`config.mk`:
```
export PLATFORM = sky130hd
export DESIGN_NAME = sraf_frontend
export DESIGN_NICKNAME = d
export VERILOG_FILES = /design/src/sraf_sync.v /design/src/sraf_ones_cnt.v /design/src/sraf_frontend.v
export VERILOG_INCLUDE_DIRS = /design/src
export SDC_FILE = /design/constraint.sdc
export NUM_CORES = 1
export LEC_CHECK = 0
export ABC_AREA = 1
export BUFFER_PORTS_ARGS = -buffer_cell sky130_fd_sc_hd__buf_4
export CORE_MARGIN = 4
export CORE_UTILIZATION = 50
export DETAILED_ROUTE_END_ITERATION = 8
export GPL_ROUTABILITY_DRIVEN = 0
export PLACE_DENSITY_LB_ADDON = 0.05
export REMOVE_ABC_BUFFERS = 1
export SKIP_CTS_REPAIR_TIMING = 1
export SLEW_MARGIN = 10
export SYNTH_ARGS = -nofsm -noshare
export SYNTH_HDL_FRONTEND = slang
export SYNTH_HIERARCHICAL = 1
export SYNTH_SLANG_ARGS = --single-unit
export TNS_END_PERCENT = 5
```
`constraint.sdc`:
```
create_clock -name core_clk -period 2.39 [get_ports core_clk]
set_clock_uncertainty 0.05 [all_clocks]
set_input_delay 0.3585 -clock core_clk [delete_from_list [all_inputs] [get_ports core_clk]]
set_output_delay 0.3585 -clock core_clk [all_outputs]
set_load 0.02 [all_outputs]
```
`src/sraf_map.vh`:
```
/*
 Constants of the serial register access front end: command byte fields,
 register selects and widths, reset values and counts.
 Assumes nothing; definitions only.
*/
`ifndef SRAF_MAP_VH
`define SRAF_MAP_VH

// Command byte field positions.
`define SRAF_CMD_GATE_BIT 7
`define SRAF_CMD_DIR_BIT 6
`define SRAF_CMD_SEL_MSB 5
`define SRAF_CMD_SEL_LSB 3
`define SRAF_CMD_CONT_BIT 2

// Register selects.
`define SRAF_SEL_CMD_STAT 3'h0
`define SRAF_SEL_OPCTL 3'h1
`define SRAF_SEL_CHSET 3'h2
`define SRAF_SEL_RESULT 3'h3
`define SRAF_SEL_IDENT 3'h4
`define SRAF_SEL_PINCUR 3'h5
`define SRAF_SEL_ZCAL 3'h6
`define SRAF_SEL_GCAL 3'h7

// Register widths in bits.
`define SRAF_W8 5'h08
`define SRAF_W16 5'h10
`define SRAF_W24 5'h18

// Reset values.
`define SRAF_RST_OPCTL 16'h000A
`define SRAF_RST_CHSET 16'h0000
`define SRAF_RST_PINCUR 8'h00
`define SRAF_RST_ZCAL 24'h000000
`define SRAF_RST_GCAL 24'h000000
`define SRAF_RST_RESULT 24'h000000

// Continuous read exit byte, line-reset count and command bit count.
`define SRAF_CONT_EXIT 8'h58
`define SRAF_ONES_RESET 6'h20
`define SRAF_CMD_BITS 3'h7

`endif

```
`src/sraf_sync.v`:
```
/*
 Two-flop synchroniser for one level from outside the core clock domain.
 Assumes the input may change at any time relative to core_clk.
*/
`default_nettype none

module sraf_sync #(
   // Level held during reset; match the pin's idle level so no false edge follows.
   parameter [0:0] RST_VAL = 1'b0
) (
   // Clock and reset
   input wire core_clk,
   input wire nrst,
   // Level in and out
   input wire async_in,
   output reg sync_out_ff
);

   reg meta_ff;

   always @(posedge core_clk or negedge nrst)
   begin
      if (!nrst)
      begin
         meta_ff <= RST_VAL;
         sync_out_ff <= RST_VAL;
      end
      else
      begin
         meta_ff <= async_in;
         sync_out_ff <= meta_ff;
      end
   end

endmodule // sraf_sync

`default_nettype wire

```
`src/sraf_ones_cnt.v`:
```
/*
 Counter of consecutive ones sampled on the serial input.
 Assumes sample_en is a one-cycle pulse at each serial clock rising edge.
*/
`default_nettype none
`include "sraf_map.vh"

module sraf_ones_cnt (
   // Clock and reset
   input wire core_clk,
   input wire nrst,
   // Sampled serial bit
   input wire sample_en,
   input wire bit_in,
   // One-cycle pulse after the 32nd one of a run of ones
   output reg hit_ff
);

   reg [5:0] cnt_ff;
   reg [5:0] nxt_cnt;
   reg nxt_hit;

   always @*
   begin
      nxt_cnt = cnt_ff;
      nxt_hit = 1'b0;
      if (sample_en)
      begin
         if (!bit_in)
            nxt_cnt = 6'h00;
         else if (cnt_ff == `SRAF_ONES_RESET - 6'h01)
         begin
            nxt_cnt = 6'h00;
            nxt_hit = 1'b1;
         end
         else
            nxt_cnt = cnt_ff + 6'h01;
      end
   end

   always @(posedge core_clk or negedge nrst)
   begin
      if (!nrst)
      begin
         cnt_ff <= 6'h00;
         hit_ff <= 1'b0;
      end
      else
      begin
         cnt_ff <= nxt_cnt;
         hit_ff <= nxt_hit;
      end
   end

endmodule // sraf_ones_cnt

`default_nettype wire

```
`src/sraf_frontend.v`:
```
/*
 Serial command front end: decodes the command byte, shifts register
 reads and writes, runs continuous result read and keeps the ready flag.
 Assumes the host drives the serial clock idle high, changes input data
 on falling edges and samples output data on rising edges.
*/
`default_nettype none
`include "sraf_map.vh"

module sraf_frontend #(
   // Arbitrary identity value.
   parameter [7:0] PART_ID = 8'h5A,
   parameter [0:0] STATUS_BIT3 = 1'b1
) (
   // Clock and reset
   input wire core_clk,
   input wire nrst,
   // Serial pins
   input wire sclk_pin,
   input wire din_pin,
   output reg dout_rdy_ff,
   // Converter side
   input wire result_valid,
   input wire [23:0] result_data,
   input wire result_pending,
   input wire power_down,
   input wire conv_error,
   input wire no_ref,
   input wire [2:0] active_channel,
   // Control outputs
   output reg ready_n_ff,
   output reg mod_reset_ff,
   output reg part_reset_ff,
   output reg cont_read_ff,
   output reg [15:0] operating_control_ff,
   output reg [15:0] channel_setup_ff,
   output reg [7:0] pin_current_control_ff,
   output reg [23:0] zero_calibration_ff,
   output reg [23:0] gain_calibration_ff
);

   localparam [2:0] ST_IDLE = 3'h0;
   localparam [2:0] ST_CMD = 3'h1;
   localparam [2:0] ST_WR = 3'h2;
   localparam [2:0] ST_RD = 3'h3;
   localparam [2:0] ST_CONT = 3'h4;

   wire sclk_s;
   wire din_s;
   wire ones_hit;
   reg sclk_d_ff;
   wire sclk_rise;
   wire sclk_fall;

   sraf_sync #(.RST_VAL(1'b1)) u_sync_sclk (
      .core_clk(core_clk),
      .nrst(nrst),
      .async_in(sclk_pin),
      .sync_out_ff(sclk_s)
   );

   sraf_sync u_sync_din (
      .core_clk(core_clk),
      .nrst(nrst),
      .async_in(din_pin),
      .sync_out_ff(din_s)
   );

   always @(posedge core_clk or negedge nrst)
   begin
      if (!nrst)
         sclk_d_ff <= 1'b1;
      else
         sclk_d_ff <= sclk_s;
   end

   assign sclk_rise = sclk_s & ~sclk_d_ff;
   assign sclk_fall = ~sclk_s & sclk_d_ff;

   // The ones counter runs in every state, continuous read included.
   sraf_ones_cnt u_ones (
      .core_clk(core_clk),
      .nrst(nrst),
      .sample_en(sclk_rise),
      .bit_in(din_s),
      .hit_ff(ones_hit)
   );

   reg [2:0] state_ff;
   reg [2:0] nxt_state;
   reg [6:0] cmd_sh_ff;
   reg [6:0] nxt_cmd_sh;
   reg [2:0] sel_ff;
   reg [2:0] nxt_sel;
   reg [4:0] bit_cnt_ff;
   reg [4:0] nxt_bit_cnt;
   reg [4:0] width_ff;
   reg [4:0] nxt_width;
   reg [23:0] sh_ff;
   reg [23:0] nxt_sh;
   reg [23:0] rd_word_ff;
   reg [23:0] nxt_rd_word;
   reg [7:0] mon_ff;
   reg [7:0] nxt_mon;
   reg [23:0] result_ff;
   reg nxt_dout;
   reg nxt_cont;
   reg wr_commit;
   reg rd_done;

   wire [7:0] status_word;
   wire [7:0] cmd_full;
   wire [2:0] cmd_sel;
   wire [7:0] mon_next;

   assign status_word = {ready_n_ff, conv_error, no_ref, 1'b0, STATUS_BIT3, active_channel};
   assign cmd_full = {1'b0, cmd_sh_ff[5:0], din_s};
   assign cmd_sel = cmd_full[`SRAF_CMD_SEL_MSB:`SRAF_CMD_SEL_LSB];
   assign mon_next = {mon_ff[6:0], din_s};

   // Register width for a select.
   function [4:0] sel_width;
      input [2:0] sel;
      begin
         case (sel)
            `SRAF_SEL_OPCTL,
            `SRAF_SEL_CHSET: sel_width = `SRAF_W16;
            `SRAF_SEL_RESULT,
            `SRAF_SEL_ZCAL,
            `SRAF_SEL_GCAL: sel_width = `SRAF_W24;
            default: sel_width = `SRAF_W8;
         endcase
      end
   endfunction

   // Read value aligned so its first bit sits at bit 23.
   function [23:0] sel_value;
      input [2:0] sel;
      begin
         case (sel)
            `SRAF_SEL_CMD_STAT: sel_value = {status_word, 16'h0000};
            `SRAF_SEL_OPCTL: sel_value = {operating_control_ff, 8'h00};
            `SRAF_SEL_CHSET: sel_value = {channel_setup_ff, 8'h00};
            `SRAF_SEL_RESULT: sel_value = result_ff;
            `SRAF_SEL_IDENT: sel_value = {PART_ID, 16'h0000};
            `SRAF_SEL_PINCUR: sel_value = {pin_current_control_ff, 16'h0000};
            `SRAF_SEL_ZCAL: sel_value = zero_calibration_ff;
            `SRAF_SEL_GCAL: sel_value = gain_calibration_ff;
            default: sel_value = 24'h000000;
         endcase
      end
   endfunction

   always @*
   begin
      nxt_state = state_ff;
      nxt_cmd_sh = cmd_sh_ff;
      nxt_sel = sel_ff;
      nxt_bit_cnt = bit_cnt_ff;
      nxt_width = width_ff;
      nxt_sh = sh_ff;
      nxt_rd_word = rd_word_ff;
      nxt_mon = mon_ff;
      nxt_cont = cont_read_ff;
      nxt_dout = dout_rdy_ff;
      wr_commit = 1'b0;
      rd_done = 1'b0;
      case (state_ff)
         ST_IDLE:
         begin
            // Outside a read the output pin mirrors the ready flag.
            nxt_dout = ready_n_ff;
            if (sclk_rise && !din_s)
            begin
               nxt_state = ST_CMD;
               nxt_bit_cnt = 5'h00;
            end
         end
         ST_CMD:
         begin
            nxt_dout = ready_n_ff;
            if (sclk_rise)
            begin
               nxt_cmd_sh = {cmd_sh_ff[5:0], din_s};
               nxt_bit_cnt = bit_cnt_ff + 5'h01;
               if (bit_cnt_ff == {2'b00, `SRAF_CMD_BITS} - 5'h01)
               begin
                  nxt_sel = cmd_sel;
                  nxt_width = sel_width(cmd_sel);
                  nxt_bit_cnt = 5'h00;
                  nxt_sh = 24'h000000;
                  nxt_rd_word = sel_value(cmd_sel);
                  if (!cmd_full[`SRAF_CMD_DIR_BIT])
                  begin
                     // Writing the command register just waits for another.
                     if (cmd_sel == `SRAF_SEL_CMD_STAT)
                        nxt_state = ST_IDLE;
                     else
                        nxt_state = ST_WR;
                  end
                  else if (cmd_full[`SRAF_CMD_CONT_BIT] && cmd_sel == `SRAF_SEL_RESULT)
                  begin
                     nxt_state = ST_CONT;
                     nxt_cont = 1'b1;
                     nxt_mon = 8'h00;
                  end
                  else
                     nxt_state = ST_RD;
               end
            end
         end
         ST_WR:
         begin
            nxt_dout = ready_n_ff;
            if (sclk_rise)
            begin
               nxt_sh = {sh_ff[22:0], din_s};
               nxt_bit_cnt = bit_cnt_ff + 5'h01;
               if (bit_cnt_ff == width_ff - 5'h01)
               begin
                  wr_commit = 1'b1;
                  nxt_state = ST_IDLE;
               end
            end
         end
         ST_RD:
         begin
            if (sclk_fall)
            begin
               nxt_dout = rd_word_ff[23];
               nxt_rd_word = {rd_word_ff[22:0], 1'b0};
            end
            if (sclk_rise)
            begin
               nxt_bit_cnt = bit_cnt_ff + 5'h01;
               if (bit_cnt_ff == width_ff - 5'h01)
               begin
                  rd_done = (sel_ff == `SRAF_SEL_RESULT);
                  nxt_state = ST_IDLE;
               end
            end
         end
         ST_CONT:
         begin
            if (sclk_fall)
            begin
               if (bit_cnt_ff == 5'h00)
               begin
                  nxt_dout = result_ff[23];
                  nxt_rd_word = {result_ff[22:0], 1'b0};
               end
               else
               begin
                  nxt_dout = rd_word_ff[23];
                  nxt_rd_word = {rd_word_ff[22:0], 1'b0};
               end
            end
            else if (bit_cnt_ff == 5'h00 && !sclk_rise)
               nxt_dout = ready_n_ff;
            if (sclk_rise)
            begin
               // Input is watched for the exit byte in the first eight bits of each word.
               nxt_mon = mon_next;
               nxt_bit_cnt = bit_cnt_ff + 5'h01;
               if (bit_cnt_ff == 5'h07 && mon_next == `SRAF_CONT_EXIT && !ready_n_ff)
               begin
                  nxt_state = ST_IDLE;
                  nxt_cont = 1'b0;
                  nxt_bit_cnt = 5'h00;
               end
               else if (bit_cnt_ff == `SRAF_W24 - 5'h01)
               begin
                  rd_done = 1'b1;
                  nxt_bit_cnt = 5'h00;
               end
            end
         end
         default:
         begin
            nxt_state = ST_IDLE;
            nxt_cont = 1'b0;
         end
      endcase
      if (ones_hit)
      begin
         nxt_state = ST_IDLE;
         nxt_cont = 1'b0;
         nxt_bit_cnt = 5'h00;
         nxt_dout = 1'b1;
      end
   end

   always @(posedge core_clk or negedge nrst)
   begin
      if (!nrst)
      begin
         state_ff <= ST_IDLE;
         cmd_sh_ff <= 7'h00;
         sel_ff <= 3'h0;
         bit_cnt_ff <= 5'h00;
         width_ff <= `SRAF_W8;
         sh_ff <= 24'h000000;
         rd_word_ff <= 24'h000000;
         mon_ff <= 8'h00;
         cont_read_ff <= 1'b0;
         dout_rdy_ff <= 1'b1;
      end
      else
      begin
         state_ff <= nxt_state;
         cmd_sh_ff <= nxt_cmd_sh;
         sel_ff <= nxt_sel;
         bit_cnt_ff <= nxt_bit_cnt;
         width_ff <= nxt_width;
         sh_ff <= nxt_sh;
         rd_word_ff <= nxt_rd_word;
         mon_ff <= nxt_mon;
         cont_read_ff <= nxt_cont;
         dout_rdy_ff <= nxt_dout;
      end
   end

   // Register file; a line reset restores every default like power-up.
   wire wr_opctl;
   assign wr_opctl = wr_commit && sel_ff == `SRAF_SEL_OPCTL;

   always @(posedge core_clk or negedge nrst)
   begin
      if (!nrst)
      begin
         operating_control_ff <= `SRAF_RST_OPCTL;
         channel_setup_ff <= `SRAF_RST_CHSET;
         pin_current_control_ff <= `SRAF_RST_PINCUR;
         zero_calibration_ff <= `SRAF_RST_ZCAL;
         gain_calibration_ff <= `SRAF_RST_GCAL;
         result_ff <= `SRAF_RST_RESULT;
         mod_reset_ff <= 1'b0;
         part_reset_ff <= 1'b0;
      end
      else if (ones_hit)
      begin
         operating_control_ff <= `SRAF_RST_OPCTL;
         channel_setup_ff <= `SRAF_RST_CHSET;
         pin_current_control_ff <= `SRAF_RST_PINCUR;
         zero_calibration_ff <= `SRAF_RST_ZCAL;
         gain_calibration_ff <= `SRAF_RST_GCAL;
         result_ff <= `SRAF_RST_RESULT;
         mod_reset_ff <= 1'b1;
         part_reset_ff <= 1'b1;
      end
      else
      begin
         mod_reset_ff <= wr_opctl;
         part_reset_ff <= 1'b0;
         if (result_valid)
            result_ff <= result_data;
         if (wr_commit)
         begin
            // Result and identity are read-only; writes to them are dropped.
            case (sel_ff)
               `SRAF_SEL_OPCTL: operating_control_ff <= nxt_sh[15:0];
               `SRAF_SEL_CHSET: channel_setup_ff <= nxt_sh[15:0];
               `SRAF_SEL_PINCUR: pin_current_control_ff <= nxt_sh[7:0];
               `SRAF_SEL_ZCAL: zero_calibration_ff <= nxt_sh;
               `SRAF_SEL_GCAL: gain_calibration_ff <= nxt_sh;
               default: ;
            endcase
         end
      end
   end

   // Ready flag. A new result wins over a same-cycle raise from rd_done or result_pending,
   // but not over power_down, wr_opctl or a line reset, so a result arriving as a read ends is never hidden from the host.
   always @(posedge core_clk or negedge nrst)
   begin
      if (!nrst)
         ready_n_ff <= 1'b1;
      else if (ones_hit)
         ready_n_ff <= 1'b1;
      else if (result_valid && !power_down && !wr_opctl)
         ready_n_ff <= 1'b0;
      else if (rd_done || result_pending || power_down || wr_opctl)
         ready_n_ff <= 1'b1;
   end

endmodule // sraf_frontend

`default_nettype wire

```
# After elaboration in Yosys (flattened, before gate mapping)
# Cells that the tools add are included.
# W data, S select, Z words.
# word_totals
wordCells,213
mem_count,0
reg_bits,206
ramBits,0
inputBits,36
output_inout_bits,93
romBits,0
latchBits,0
# op_classes
div_mod_pow,0
n_reduce_logical,49
bitwise,4
magnitude_cmp,0
mul,0
n_shift,0
addsub,3
muxes,89
n_eq_ne,42
# op_table
operator,count
$mux W24,16
$pmux W24 S8,1
$mux W16,6
$pmux W24 S3,1
$pmux W24 S2,1
$mux W5,8
$mux W7,5
$mux W3,10
$mux W1,28
$eq A3 B3 Y1 const B,8
$mux W8,3
$ne A3 B2 Y1 const B,8
$pmux W5 S4,1
$eq A3 B2 Y1 const B,6
$reduce_bool A2 Y1,8
$ne A2 B2 Y1 const B,7
$pmux W7 S2,1
$reduce_and A7 Y1,2
$mux W6,2
$pmux W3 S4,1
$reduce_and A2 Y1,6
$eq A5 B3 Y1 const B,2
$pmux W5 S2,1
$reduce_and A5 Y1,2
other kinds (28),53

# Logic depth before layout (Yosys ltp)
# logic_depth
ltp_word,12
mapped_depth,12
mapped_depth_nobuf,12

# By module
# The synthesis kept the hierarchy.
# modules_own_cells
mod,seq_area_each_um2,cells_per_inst,instances,area_per_inst_um2
sraf_frontend,4812.1,1398,1,10278.6
sraf_ones_cnt,175.2,46,1,354.1
sraf_sync at u_sync_sclk,52.6,2,1,52.6
sraf_sync at u_sync_din,50.0,2,1,50.0

# Worst setup path before layout
# No wires, ideal clock.
# synth_path
path_kind,register to register
from,register bit_cnt_ff[0]
to,register rd_word_ff[4]
stages_incl_launch_ff,13
required_ns,2.213
n_path_buf,1
period_less_slack_ns,1.718
setup_time_ns,0.127
t_arrival_ns,1.541
path_slack_ns,0.672
cell_sequence,dfrtp_1 > inv_1 > ha_1 > inv_1 > nor2_1 > nand2_1 > inv_1 > nand2_1 > clkbuf_1 > nand3_1 > nand3_1 > nand2_1 > o21ai_0
# synth_between
elab_chain_cells,4
elab_cells_between_ends,7
classes_between,eq/ne: 2; mux: 3; reduce/logical: 2
# synth_lines
element,line,rtl
start: declaration,sraf_frontend.v:95,reg [4:0] bit_cnt_ff;
start signal: assignment,sraf_frontend.v:313,bit_cnt_ff <= nxt_bit_cnt;
$logic_not A5 Y1,sraf_frontend.v:247,if (bit_cnt_ff == 5'h00)
$mux W24,sraf_frontend.v:247,
$mux W24,sraf_frontend.v:245,if (sclk_fall)
$pmux W24 S3,sraf_frontend.v:168,case (state_ff)
end signal: assignment,sraf_frontend.v:316,rd_word_ff <= nxt_rd_word;
end: declaration,sraf_frontend.v:101,reg [23:0] rd_word_ff;
# Several ways; a longest one is shown, not always the timed one. The select of a mux whose other input is x is not followed.
# A chain may end at the register's enable or synchronous reset.

# Worst setup path after layout
# layout_path
from,register state_ff[2]
to,register zero_calibration_ff[1]
# layout_between
elab_chain_cells,5
elab_cells_between_ends,9
classes_between,eq/ne: 2; mux: 5; reduce/logical: 2
# layout_lines
element,line,rtl
start: declaration,sraf_frontend.v:89,reg [2:0] state_ff;
start signal: assignment,sraf_frontend.v:310,state_ff <= nxt_state;
$eq A3 B2 Y1 / $eq A3 B1 Y1 (equally long branches),-,
$pmux W24 S2,sraf_frontend.v:168,
$mux W24,sraf_frontend.v:360,case (sel_ff)
$mux W24,sraf_frontend.v:357,if (wr_commit)
$mux W24,sraf_frontend.v:340,else if (ones_hit)
end signal: assignment,sraf_frontend.v:334,zero_calibration_ff <= `SRAF_RST_ZCAL;
end signal: assignment,sraf_frontend.v:345,zero_calibration_ff <= `SRAF_RST_ZCAL;
end signal: assignment,sraf_frontend.v:364,`SRAF_SEL_ZCAL: zero_calibration_ff <= nxt_sh;
end: declaration,sraf_frontend.v:38,"output reg [23:0] zero_calibration_ff,"
# Several ways; a longest one is shown, not always the timed one. The select of a mux whose other input is x is not followed.

==> metrics.txt <==
WL per Instance=18.59 um; ranking of synthesized cells by area=dfrtp_1 (45%), nand2_1 (15%), nand3_1 (13%), nor2_1 (5.0%), inv_1 (4.0%); Period minus WS final=2.212 ns; largest net degree at the start of global routing=66; worst hold slack=0.02507 ns; worst path required time=2.76 ns; number of global-route vias before repair=9980; area of the multi-input gates=4795 sq um; CP endpoint kind=flop; pre-CTS setup slack=0.2783 ns; total die area=23880 sq um; leading area contributor after synthesis=dfrtp_1; routed vias=10370; WP data arrival=2.59 ns; Ys Warns=6; Unique masters post-synth=38; Hold WC Path Type=in2reg; post-synth design cell area=10740 sq um; largest family of logic cells by synthesized area=simple AND/OR/NAND/NOR gates; final worst path period share=92.55%; EDFF count, synth=0; drt via density=5.563; Die Wd=154.5 um; PwrDens=921.2 nW/um^2; worst-path fanout max=10; Lkg Pwr=6.892 nW; final wirelength=34.65 mm; Die Ht=154.5 um; status=complete, no violations; clock buffer depth=3; root buf cell=clkbuf_16; fin area=12920 sq um; first-pass GRT wire length=55.28 mm; fraction of layout cells with a size suffix above 1=16.61%; Synth Area in Compound Gates=7.354%; setup violators final=0; commonest non-fill, non-tap cell in the layout=nand2_1; Worst slew margin=54.96%; Final HPWL DP=23.77 mm; worst setup margin=0.1781 ns; placed cell areas=12060 sq um; PortBufs=128; core region area=21090 sq um; Antenna Nets Post-Route=0; Worst setup SP type=flop; top cell type's share of synthesized area=45.45%; number of buffers created by CTS=23; clock slew at reported path FFs=0.07 ns; Total Routing Usage GR=28.81%; Mapped Cells=1448; post-synthesis mux area share=0%; VDD IR-drop max=0.5220 mV; CTS HTree Levels=1; Syn Area/Cell=7.414 sq um; Synth Area in XOR/XNOR=0.1632%; number of fill cells=1961; Pre-antenna DRT Iters=6; n_diodes=0; Adder-Cell Fraction of Synth Area=0.4662%; top achievable clock speed=452.1 MHz; initial DRC count=1033; post-synthesis register bit count=203; CTS tree=yes; Layout area overhead=20.33%; IO Pins=129; R2R Setup Slk=0.18 ns; Synth async-reset ratio=100.0%; Max-cap violations=0; Seq/Total Area, Yosys=47.41%; Post-layout nets=1612; simple-gate share of the synthesized area=36.66%; worst skew pair latency=0.52 ns; DRC viols=0; Cell Rows=53; Setup CP Type=reg2reg; endpoints failing hold=0; Max Transition Viols Final=0; sequential cell area=5090 sq um; antenna violations before repair=0; GR Overflow Total=0; unrepaired setup endpoints after global routing=no; Clock Sinks=203; Slew @ Worst Pin=0.6731 ns; Top FF cell, synth=dfrtp_1; Starting Density=50.91%; most frequent cells in the layout=nand2_1 (437), nand3_1 (269), dfrtp_1 (195)
[logic make-up (layout without fill, tap and decap cells)]
kind of cell               count (synthesis)  count (layout)
adders and majority gates                  4               4
buffers and inverters                    200             341
xor gates and xnor gates                   2               2
and+or+nand+nor                          903             903
AOI/OAI and AO/OA                        136             136
DFF                                      203             203
[stage by stage]
| step | total power [mW] | utilization (%) | cells | TNS, ns |
|---|---|---|---|---|
| after floorplan | 6.484 | - | 1371 | -215.63 |
| after global placement | 7.936 | 57.20 | 1819 | 0 |
| after detailed placement | 8.002 | 57.20 | 1819 | 0 |
| after CTS | 11.84 | 61.11 | 1861 | 0 |
| after global routing | 12.53 | 61.26 | 1864 | 0 |
| final | 11.90 | 61.26 | 1864 | 0 |
[power by group]
group / switching (mW) / total, mW / internal [mW]
sequential: 0.333 / 4.19 / 3.86
clock: 1.49 / 3.85 / 2.36
combinational: 2.65 / 3.85 / 1.20
total: 4.48 / 11.9 / 7.42
[cell type report]
class                      instances  area share (%)
sequential                       203           39.40
multi-input combinational       1045           37.12
timing repair buffer             176           10.82
clock buffer                      30           5.046
inverter                         123           3.613
tap                              275           2.664
clock inverter                    12           1.337
[registers in the layout, indices dropped and copies added, names as in the netlist, 6 cells and up]
register,cells
result_ff,24
zero_calibration_ff,24
cmd_sh_ff,6
rd_word_ff,24
u_ones/cnt_ff,6
mon_ff,7
sh_ff,24
channel_setup_ff,16
gain_calibration_ff,24
operating_control_ff,16
pin_current_control_ff,8
[worst max-delay path: stages (launching register included)]
cell and delay, ns:
dfrtp_1 0.46, inv_1 0.14, nand2_1 0.14, nor2_2 0.44
o21ai_0 0.18, nand3_1 0.18, nand3_1 0.28, o21ai_0 0.25
[cell usage after synthesis (2+ instances only)]
cell and count:
nand2_1 437, nand3_1 269, dfrtp_1 195, nor2_1 142, inv_1 114, o21ai_0 59
a21oi_1 29, buf_2 28, nand4_1 18, buf_1 17, clkbuf_1 17, o211ai_1 17
a21boi_1 16, nand2_2 16, buf_4 12, dfstp_2 8, inv_2 7, nor3_1 6
o21ai_1 6, ha_1 4, buf_6 3, nor2_2 3, nor2_4 3, clkinv_1 2
nand2_4 2, nand4_4 2, o21a_1 2, o21ai_2 2, or2_2 2, xor2_1 2
[per-layer routing]
layer  up-vias  wire length (um)  global-route usage [%]
li1       4930                 -                       -
met1      4893             15450                   42.69
met2       475             15400                   44.34
met3        72              2912                   4.477
met4         0               891                   7.864
met5         -                 0                       0
[worst paths after layout]
kind	from	end	cells after the start
max reg2reg	state_ff[2]	zero_calibration_ff[1]	7
max	state_ff[2]	zero_calibration_ff[1]	7
max in group asynchronous	nrst	operating_control_ff[3]	3
min reg2reg	u_sync_sclk/meta_ff	u_sync_sclk/sync_out_ff	0
min in group asynchronous	nrst	mon_ff[2]	2
min	result_data[15]	result_ff[15]	3
Note: power is estimated with default switching activity, not from simulation.
